==> config.mk <==
export PLATFORM = sky130hd
export DESIGN_NAME = ulf_line_ctrl
export DESIGN_NICKNAME = d
export VERILOG_FILES = /design/src/ulf_pkg.sv /design/src/ulf_line_ctrl.sv
export SDC_FILE = /design/constraint.sdc
export NUM_CORES = 1
export LEC_CHECK = 0
export BUFFER_PORTS_ARGS = -buffer_cell sky130_fd_sc_hd__buf_2
export CAP_MARGIN = 40
export CORE_UTILIZATION = 45
export CTS_CLUSTER_SIZE = 14
export DETAILED_ROUTE_END_ITERATION = 8
export GPL_TIMING_DRIVEN = 0
export PLACE_DENSITY = 0.77
export RECOVER_POWER = 100
export SLEW_MARGIN = 25
export SYNTH_ARGS = -nofsm -noshare
export SYNTH_HDL_FRONTEND = slang
export SYNTH_SLANG_ARGS = --single-unit
==> constraint.sdc <==
create_clock -name ref_clk -period 3.1 [get_ports ref_clk]
set_clock_uncertainty 0.1 [all_clocks]
set_input_delay 0.31 -clock ref_clk [delete_from_list [all_inputs] [get_ports ref_clk]]
set_output_delay 0.31 -clock ref_clk [all_outputs]
set_load 0.05 [all_outputs]
==> src/ulf_pkg.sv <==
// shared constants and types for the line format, status and modem control block
package ulf_pkg;
   // ****************************************
   // register addresses on the 3-bit bus
   // ****************************************
   localparam logic [2:0] ADDR_RX_HOLD  = 3'h0; // receive holding fifo (read)
   localparam logic [2:0] ADDR_FIFO_CTL = 3'h2; // fifo_control (write)
   localparam logic [2:0] ADDR_LINE_FMT = 3'h3; // line_format_control
   localparam logic [2:0] ADDR_MODEM    = 3'h4; // modem_line_control
   localparam logic [2:0] ADDR_LINE_ST  = 3'h5; // line_status
   // ****************************************
   // field positions
   // ****************************************
   localparam int LF_STOP   = 2;  // stop-bit select
   localparam int LF_PAR_EN = 3;  // parity enable
   localparam int LF_PAR_EV = 4;  // parity type
   localparam int LF_PAR_FX = 5;  // forced parity
   localparam int LF_BREAK  = 6;  // break control
   localparam int LF_DIVLAT = 7;  // divisor latch access
   localparam int MC_DTR    = 0;
   localparam int MC_RTS    = 1;
   localparam int MC_RDYSUM = 2;  // fifo_ready_summary enable
   localparam int MC_IRQEN  = 3;
   localparam int MC_LOOP   = 4;
   localparam int MC_XONANY = 5;
   localparam int MC_THRACC = 6;  // threshold/trigger access
   localparam int MC_DIV4   = 7;
   localparam int FC_RXCLR  = 1;  // receive fifo clear
   localparam int LS_RXDATA = 0;
   localparam int LS_OVRN   = 1;
   localparam int LS_THRE   = 5;
   localparam int LS_TEMT   = 6;
   localparam int LS_ERRSUM = 7;
   // ****************************************
   // reset values and small codes
   // ****************************************
   localparam logic [7:0] LINE_FMT_RST = 8'h00;
   localparam logic [7:0] MODEM_RST    = 8'h00;
   localparam logic [1:0] LEN_5BIT     = 2'h0;
   localparam logic [2:0] STOP_HALF_1  = 3'h2; // one stop bit, in half bits
   localparam logic [2:0] STOP_HALF_15 = 3'h3; // one and a half
   localparam logic [2:0] STOP_HALF_2  = 3'h4; // two
   localparam logic [7:0] BREAK_CHAR   = 8'h00;
   // one receive fifo entry: error bits plus character
   typedef struct packed {
      logic       brk;
      logic       frm;
      logic       par;
      logic [7:0] chr;
   } ulf_rx_entry_s;
endpackage : ulf_pkg

==> src/ulf_line_ctrl.sv <==
// receive fifo and line format, line status and modem control logic of one channel
`timescale 1ns/1ps

// ****************************************
// small receive fifo, valid/ready on both sides
// ****************************************
module ulf_fifo #(
   parameter int W = 11,
   parameter int D = 4
) (
   input  wire logic         ref_clk,
   input  wire logic         rst,
   input  wire logic         clear,     // empties the fifo
   input  wire logic         in_valid,
   output logic             in_ready,
   input  wire logic [W-1:0] in_data,
   output logic             out_valid,
   input  wire logic         out_ready,
   output logic [W-1:0]     out_data
);
   localparam int AW = $clog2(D);
   logic [W-1:0] mem [D];        // storage
   logic [AW-1:0] wr_r;          // write pointer
   logic [AW-1:0] rd_r;          // read pointer
   logic [AW:0]   cnt_r;         // fill level
   logic          push;
   logic          pop;

   assign in_ready  = (cnt_r != (AW+1)'(D));
   assign out_valid = (cnt_r != '0);
   assign out_data  = mem[rd_r];
   assign push      = in_valid && in_ready;
   assign pop       = out_valid && out_ready;

   // storage write, no reset needed
   always_ff @(posedge ref_clk) begin
      if (push) begin
         mem[wr_r] <= in_data;
      end
   end

   // pointers and level
   always_ff @(posedge ref_clk) begin
      if (rst || clear) begin
         wr_r  <= '0;
         rd_r  <= '0;
         cnt_r <= '0;
      end else begin
         if (push) begin
            wr_r <= (wr_r == AW'(D-1)) ? '0 : wr_r + 1'b1;
         end
         if (pop) begin
            rd_r <= (rd_r == AW'(D-1)) ? '0 : rd_r + 1'b1;
         end
         cnt_r <= cnt_r + (AW+1)'(push) - (AW+1)'(pop);
      end
   end
endmodule : ulf_fifo

module ulf_line_ctrl
   import ulf_pkg::*;
#(
   parameter int RX_DEPTH = 4
) (
   input  wire logic       ref_clk,
   input  wire logic       rst,
   // host parallel bus
   input  wire logic [2:0] bus_addr,
   input  wire logic [7:0] bus_wdata,
   input  wire logic       bus_wr,           // one-cycle write strobe
   input  wire logic       bus_rd,           // one-cycle read strobe
   output logic     [7:0]  bus_rdata,
   // side inputs
   input  wire logic       enh_enable,       // enhanced_feature_control bit 4
   input  wire logic       auto_rts_en,
   input  wire logic       auto_rts_n,
   input  wire logic       clock_prescale_select_pin,
   input  wire logic       thr_fifo_empty,
   input  wire logic       tx_shift_empty,
   // receiver framing results
   input  wire logic       frame_done,       // one-cycle pulse per character
   input  wire logic [7:0] frame_chr,
   input  wire logic       frame_par_bit,
   input  wire logic       frame_stop_ok,
   input  wire logic       frame_line_low,   // line low for whole character
   // transmitter
   input  wire logic [7:0] tx_chr,
   input  wire logic       tx_serial,        // shifter output
   input  wire logic       rx_pin,
   output logic           tx_pin,
   output logic           rx_to_receiver,
   output logic           tx_par_bit,
   // format outputs
   output logic     [1:0]  word_len,
   output logic     [2:0]  stop_halves,
   output logic           parity_on,
   output logic           divisor_access,
   // modem and control outputs
   output logic           dtr_n,
   output logic           rts_n,
   output logic           irq_oe_n,
   output logic           ready_summary_en,
   output logic     [3:0]  loop_status,      // modem status bits 7:4 in loopback
   output logic           loop_active,
   output logic           xon_any_en,
   output logic           threshold_access,
   output logic           prescale_div4
);
   // ****************************************
   // registers and wires
   // ****************************************
   logic [7:0]    lfc_r;          // line_format_control
   logic [7:0]    mlc_r;          // modem_line_control
   logic          ovrn_r;         // overrun flag
   logic [3:0]    err_cnt_r;      // errored entries held
   logic          rst_d_r;        // reset seen last cycle
   logic          rx_clear;       // receive fifo clear
   logic          in_ready;
   logic          out_valid;
   logic          pop;
   logic          push;
   ulf_rx_entry_s new_ent;
   ulf_rx_entry_s head;
   logic [7:0]    mask;           // data bits in use
   logic          par_calc;       // parity of received char
   logic          par_exp;
   logic          tx_par_nxt;
   logic [7:0]    lsr_val;

   assign rx_clear = bus_wr && (bus_addr == ADDR_FIFO_CTL)
                     && bus_wdata[FC_RXCLR];
   // only a holding read pops; status reads never do
   assign pop = bus_rd && (bus_addr == ADDR_RX_HOLD)
                && !lfc_r[LF_DIVLAT];
   assign push = frame_done && in_ready;

   // ****************************************
   // receive character checks
   // ****************************************
   // mask off unused data bits
   always_comb begin
      unique case (lfc_r[1:0])
         2'h0:    mask = 8'h1F;
         2'h1:    mask = 8'h3F;
         2'h2:    mask = 8'h7F;
         2'h3:    mask = 8'hFF;
      endcase
   end

   // expected parity bit for a received char
   always_comb begin
      par_calc = ^(frame_chr & mask);
      if (lfc_r[LF_PAR_FX]) begin
         par_exp = !lfc_r[LF_PAR_EV];
      end else begin
         par_exp = lfc_r[LF_PAR_EV] ? par_calc : !par_calc;
      end
   end

   // build the entry; break forces char 00
   always_comb begin
      new_ent.brk = frame_line_low;
      new_ent.frm = !frame_stop_ok && !frame_line_low;
      new_ent.par = lfc_r[LF_PAR_EN] && !frame_line_low
                    && (frame_par_bit != par_exp);
      new_ent.chr = frame_line_low ? BREAK_CHAR : (frame_chr & mask);
   end

   // ****************************************
   // receive fifo
   // ****************************************
   // a full fifo refuses the character: that is an overrun
   ulf_fifo #(
      .W ($bits(ulf_rx_entry_s)),
      .D (RX_DEPTH)
   ) u_rx_fifo (
      .ref_clk   (ref_clk),
      .rst       (rst),
      .clear     (rx_clear),
      .in_valid  (frame_done),
      .in_ready  (in_ready),
      .in_data   (new_ent),
      .out_valid (out_valid),
      .out_ready (pop),
      .out_data  (head)
   );

   // ****************************************
   // line status flags
   // ****************************************
   // overrun: sticky, cleared by status read, set wins
   always_ff @(posedge ref_clk) begin
      if (rst) begin
         ovrn_r <= 1'b0;
      end else if (frame_done && !in_ready) begin
         ovrn_r <= 1'b1;
      end else if (bus_rd && (bus_addr == ADDR_LINE_ST)) begin
         ovrn_r <= 1'b0;
      end
   end

   // count of errored entries held in the fifo
   // a read of an empty fifo is ignored, so a stale head never counts
   always_ff @(posedge ref_clk) begin
      if (rst || rx_clear) begin
         err_cnt_r <= '0;
      end else begin
         err_cnt_r <= err_cnt_r
            + 4'(push && (new_ent.brk || new_ent.frm || new_ent.par))
            - 4'(pop && out_valid
                 && (head.brk || head.frm || head.par));
      end
   end

   // assemble status byte; head error bits read zero while empty (stale slot)
   always_comb begin
      lsr_val            = 8'h00;
      lsr_val[LS_RXDATA] = out_valid;
      lsr_val[LS_OVRN]   = ovrn_r;
      lsr_val[4:2]       = out_valid ? {head.brk, head.frm, head.par} : 3'h0;
      lsr_val[LS_THRE]   = thr_fifo_empty;
      lsr_val[LS_TEMT]   = thr_fifo_empty && tx_shift_empty;
      lsr_val[LS_ERRSUM] = (err_cnt_r != '0);
   end

   // ****************************************
   // register writes
   // ****************************************
   // line format register
   always_ff @(posedge ref_clk) begin
      if (rst) begin
         lfc_r <= LINE_FMT_RST;
      end else if (bus_wr && (bus_addr == ADDR_LINE_FMT)) begin
         lfc_r <= bus_wdata;
      end
   end

   // reset release detector for the strap
   always_ff @(posedge ref_clk) begin
      if (rst) begin
         rst_d_r <= 1'b1;
      end else begin
         rst_d_r <= 1'b0;
      end
   end

   // modem control; top three bits guarded by enhanced enable
   always_ff @(posedge ref_clk) begin
      if (rst) begin
         mlc_r <= MODEM_RST;
      end else if (rst_d_r) begin
         mlc_r[MC_DIV4] <= !clock_prescale_select_pin;
      end else if (bus_wr && (bus_addr == ADDR_MODEM)) begin
         mlc_r[4:0] <= bus_wdata[4:0];
         if (enh_enable) begin
            mlc_r[7:5] <= bus_wdata[7:5];
         end
      end
   end

   // ****************************************
   // read data, registered
   // ****************************************
   always_ff @(posedge ref_clk) begin
      if (rst) begin
         bus_rdata <= 8'h00;
      end else if (bus_rd) begin
         unique case (bus_addr)
            ADDR_RX_HOLD:  bus_rdata <= head.chr;
            ADDR_LINE_FMT: bus_rdata <= lfc_r;
            ADDR_MODEM:    bus_rdata <= mlc_r;
            ADDR_LINE_ST:  bus_rdata <= lsr_val;
            default:       bus_rdata <= 8'h00;      // other blocks answer here
         endcase
      end
   end

   // ****************************************
   // serial pins and transmit parity
   // ****************************************
   // transmit parity bit for the current character
   always_comb begin
      if (lfc_r[LF_PAR_FX]) begin
         tx_par_nxt = !lfc_r[LF_PAR_EV];
      end else begin
         tx_par_nxt = lfc_r[LF_PAR_EV] ? ^(tx_chr & mask)
                                       : !(^(tx_chr & mask));
      end
   end

   // pins; loopback keeps the line idle high unless break is set, and feeds tx back
   always_ff @(posedge ref_clk) begin
      if (rst) begin
         tx_pin         <= 1'b1;
         rx_to_receiver <= 1'b1;
         tx_par_bit     <= 1'b0;
      end else begin
         if (lfc_r[LF_BREAK]) begin
            tx_pin <= 1'b0;
         end else if (mlc_r[MC_LOOP]) begin
            tx_pin <= 1'b1;
         end else begin
            tx_pin <= tx_serial;
         end
         rx_to_receiver <= mlc_r[MC_LOOP] ? tx_serial : rx_pin;
         tx_par_bit     <= tx_par_nxt;
      end
   end

   // ****************************************
   // format outputs
   // ****************************************
   always_ff @(posedge ref_clk) begin
      if (rst) begin
         word_len       <= LEN_5BIT;
         stop_halves    <= STOP_HALF_1;
         parity_on      <= 1'b0;
         divisor_access <= 1'b0;
      end else begin
         word_len  <= lfc_r[1:0];
         parity_on <= lfc_r[LF_PAR_EN];
         if (!lfc_r[LF_STOP]) begin
            stop_halves <= STOP_HALF_1;
         end else if (lfc_r[1:0] == LEN_5BIT) begin
            stop_halves <= STOP_HALF_15;
         end else begin
            stop_halves <= STOP_HALF_2;
         end
         divisor_access <= lfc_r[LF_DIVLAT];
      end
   end

   // ****************************************
   // modem outputs
   // ****************************************
   // in loopback dtr_n and rts_n go inactive; irq_oe_n and ready_summary_en still follow their bits; bits feed status too
   always_ff @(posedge ref_clk) begin
      if (rst) begin
         dtr_n            <= 1'b1;
         rts_n            <= 1'b1;
         irq_oe_n         <= 1'b1;
         ready_summary_en <= 1'b0;
         loop_status      <= 4'h0;
         loop_active      <= 1'b0;
         xon_any_en       <= 1'b0;
         threshold_access <= 1'b0;
         prescale_div4    <= 1'b0;
      end else begin
         dtr_n <= mlc_r[MC_LOOP] || !mlc_r[MC_DTR];
         if (mlc_r[MC_LOOP]) begin
            rts_n <= 1'b1;
         end else if (auto_rts_en) begin
            rts_n <= auto_rts_n;
         end else begin
            rts_n <= !mlc_r[MC_RTS];
         end
         irq_oe_n         <= !mlc_r[MC_IRQEN];
         ready_summary_en <= mlc_r[MC_RDYSUM];
         loop_status      <= {mlc_r[MC_IRQEN], mlc_r[MC_RDYSUM],
                              mlc_r[MC_DTR], mlc_r[MC_RTS]};
         loop_active      <= mlc_r[MC_LOOP];
         xon_any_en       <= mlc_r[MC_XONANY];
         threshold_access <= mlc_r[MC_THRACC];
         prescale_div4    <= mlc_r[MC_DIV4];
      end
   end
endmodule : ulf_line_ctrl

==> results.md <==
* Vias/cell at 5.298
* DR vias at 3163
* CTS sink cnt at 104
* Post-synthesis instance area at 0.004478 mm²
* Gr ovfl total at 0
* Non-Filler Instances at 597
* Clock buffer depth at 2
* Area leader, netlist: edfxtp_1
* Rel. slew slack at 39.05%
* Area growth syn-to-layout at 15.14%
* Die Span Y at 101.8 µm
* Place WS at -134.7 ps
* Setup slack, reg-to-reg at 200 ps
* Area share of the largest cell type after synthesis at 29.51%
* Placed cell count at 580
* Routability cong. at 0.8960
* Tcrit/Tclk final at 93.53%
* CP Cell Sequence: clkbuf_1 -> mux4_1 -> o31a_1 -> ha_1 -> inv_1 -> ha_1 -> fa_1 -> xnor2_1 -> nor2_1
* RR Endpoint: err_cnt_r[2]$_SDFF_PP0_
* Post-synthesis sequential area ratio at 56.33%
* Setup crit end kind: register
* Diodes inserted at 0
* Worst-Margin Slew at 913.8 ps
* Kind of critical path: register to register
* Nets at 516
* Top-count cell post-synth: dfxtp_1
* Cells after Synth at 376
* #FFs+latches synth at 104
* Final hold violations at 0
* Top post-synthesis cells by count: dfxtp_1 (60), edfxtp_1 (44), nor2_1 (35)
* Post-CTS Setup Inserts at 0
* I/O pins at 73
* Avg Cell Area, Syn at 11.91 µm²
* Fraction of layout cells with a size suffix above 1 at 15.30%
* Number of CTS-inserted buffers at 9
* Hold Path End: rts_n$_SDFF_PP1_
* Synth unique cells at 53
* Fin. max-slew vios at 0
* CP max stage cell: clkbuf_1
* Synth area leaders: edfxtp_1 (30%), dfxtp_1 (27%), mux4_1 (3.5%)
* Initial core utilization at 46.03%
* Synth warn at 0
* Max Cap Viol at 0
* Clk slew on worst S/H paths at 90 ps
* Worst reg2reg path depth at 9
* Worst endpoint required time at 3250 ps
* Worst hold stages at 2
* Crit path max fanout at 10
* Worst Path Buf+Inv at 2
* Min Tclk post-route at 2899 ps
* TritonRoute pass-1 iters at 5
* Total die area at 0.01035 mm²
* Synth async-reset ratio at 0%
* Status: finished, final reports clean
* Post-synth EDFFs at 44
* Detailed Route WL at 9636 µm
* Pwr Density at 567.7 mW/mm²
* Clock tree from TritonCTS: built
* Port Buffers at 71
* Die X at 101.8 µm
* Post-synthesis net count at 433
* First-pass GRT wire length at 15120 µm
* CP peak stage delay at 460 ps
* Setup violation total in the final timing report at 0
* RSZ-0062 raised after global routing: false
* Min-Delay Path Class: input port to register
* Final TNS setup at 0 ps
* H-tree depth at 3
* Largest net degree at the start of global routing at 17
* Initial drt markers at 179
* Later-pin clock latency in the skew report at 370 ps
* Hold path start: auto_rts_en
* Post-route DRC at 0
* Startpoint types: register
* FILL cells at 893
* Dpl hpwl at 6956 µm
* Core Region at 0.009729 mm²
* Row count at 36
* Delay-heaviest family, CP: adder cells
* Top FF cell, synth: dfxtp_1
* Static Leak at 2.006 nW
* Overall Global Routing Usage at 19.67%
* CP most frequent cell: ha_1
* Max VDD drop at 311.2 µV
* Vias in the first global route at 3033
* Initial antenna violation count at 0
* Post-route ant nets at 0
* Fmax at 344.9 MHz
* Fin worst setup slack at 200.7 ps
* Power Total at 0.002927 W
* WP data arrival at 3050 ps
* Root Buffer Master: clkbuf_8
* WL per Instance at 16.14 µm
-- where the power goes --
group	switching (W)	leakage, nW	internal, W
Combinational	0.000299	1.01	0.000217
Sequential	0.0000495	0.906	0.00153
Clock	0.000458	0.0898	0.000369
-- stage by stage --
stage	util [%]	hold WS [ps]	instance area, µm²
after global routing	53.00	57.29	5156
after floorplan	-	237.7	4478
after detailed placement	51.39	319.8	5000
after CTS	53.42	46.00	5197
after global placement	51.39	316.6	5000
final	53.00	53.31	5156
-- layer usage --
metal	global-route usage (%)	part of all wire, %	vias up
li1	-	-	1513
met1	23.77	42	1496
met3	4.624	7.5	13
met2	33.63	49	141
met4	8.361	1.5	0
met5	0	0	-
-- layout make-up --
type | instances | area [µm²] | share of cell area [%]
buffer | 18 | 81.33 | 1.577
timing repair buffer | 72 | 324.1 | 6.285
multi-input combinational | 234 | 1799 | 34.89
sequential | 104 | 2522 | 48.92
clock buffer | 10 | 127.6 | 2.475
tap | 133 | 166.4 | 3.227
clock inverter | 6 | 60.06 | 1.165
inverter | 20 | 75.07 | 1.456
-- sequential cells by signal, summed over array words and instances (netlist names), 3 cells and up, named ones only --
name	count
u_rx_fifo.cnt_r	3
bus_rdata	8
err_cnt_r	4
lfc_r	8
mlc_r	8
u_rx_fifo.mem	44
stop_halves	3
loop_status	4
-- logic make-up after synthesis --
logic type                 Yosys count  synth area share (%)
adders and majority gates           14                 4.247
AOI/OAI and AO/OA                   59                 9.193
muxes                               27                 9.723
and+or+nand+nor                    120                 13.66
buffers and inverters               38                 3.493
xor gates and xnor gates            14                 3.353
DFF                                104                 56.33
-- worst reg2reg max path: stages, from the launching register on --
cell and delay, ps:
dfxtp_1 340, clkbuf_1 460, mux4_1 430, o31a_1 320, ha_1 290, inv_1 40, ha_1 200, fa_1 390
xnor2_1 160, nor2_1 50
-- how the worst max path moves through the flow --
stage | startpoint | endpoint | cells after the start
CTS | register | err_cnt_r[2]$_SDFF_PP0_ | 9
global route | lfc_r[0]$_SDFFE_PP0P_ | err_cnt_r[2]$_SDFF_PP0_ | 12
floorplan | frame_chr[1] | err_cnt_r[2]$_SDFF_PP0_ | 11
finish | register | err_cnt_r[2]$_SDFF_PP0_ | 9
detailed placement | frame_chr[1] | err_cnt_r[2]$_SDFF_PP0_ | 12
global placement | frame_chr[1] | err_cnt_r[2]$_SDFF_PP0_ | 12
-- placed cells by master (no fill, tap or decap), types with 5 or more instances in the layout --
cell and n:
o21ai_0 7, mux4_1 6, nor2_1 35, ha_1 12, nor3_1 8, dfxtp_1 60
xnor2_1 8, clkbuf_1 48, nand2_1 30, mux2i_1 12, clkbuf_8 9, a21oi_1 19
edfxtp_1 44, o211ai_1 5, inv_1 19, buf_2 40, a22oi_1 5, mux4_2 5
nor2b_1 19
-- what timing repair did --
action | CTS | global route
endpoints found under the hold margin | 1 | 0
resized for setup | 0 | 1
endpoints found under the setup margin | 0 | 2
hold buffers | 1 | 0
Power figures use the tool's default switching activity.
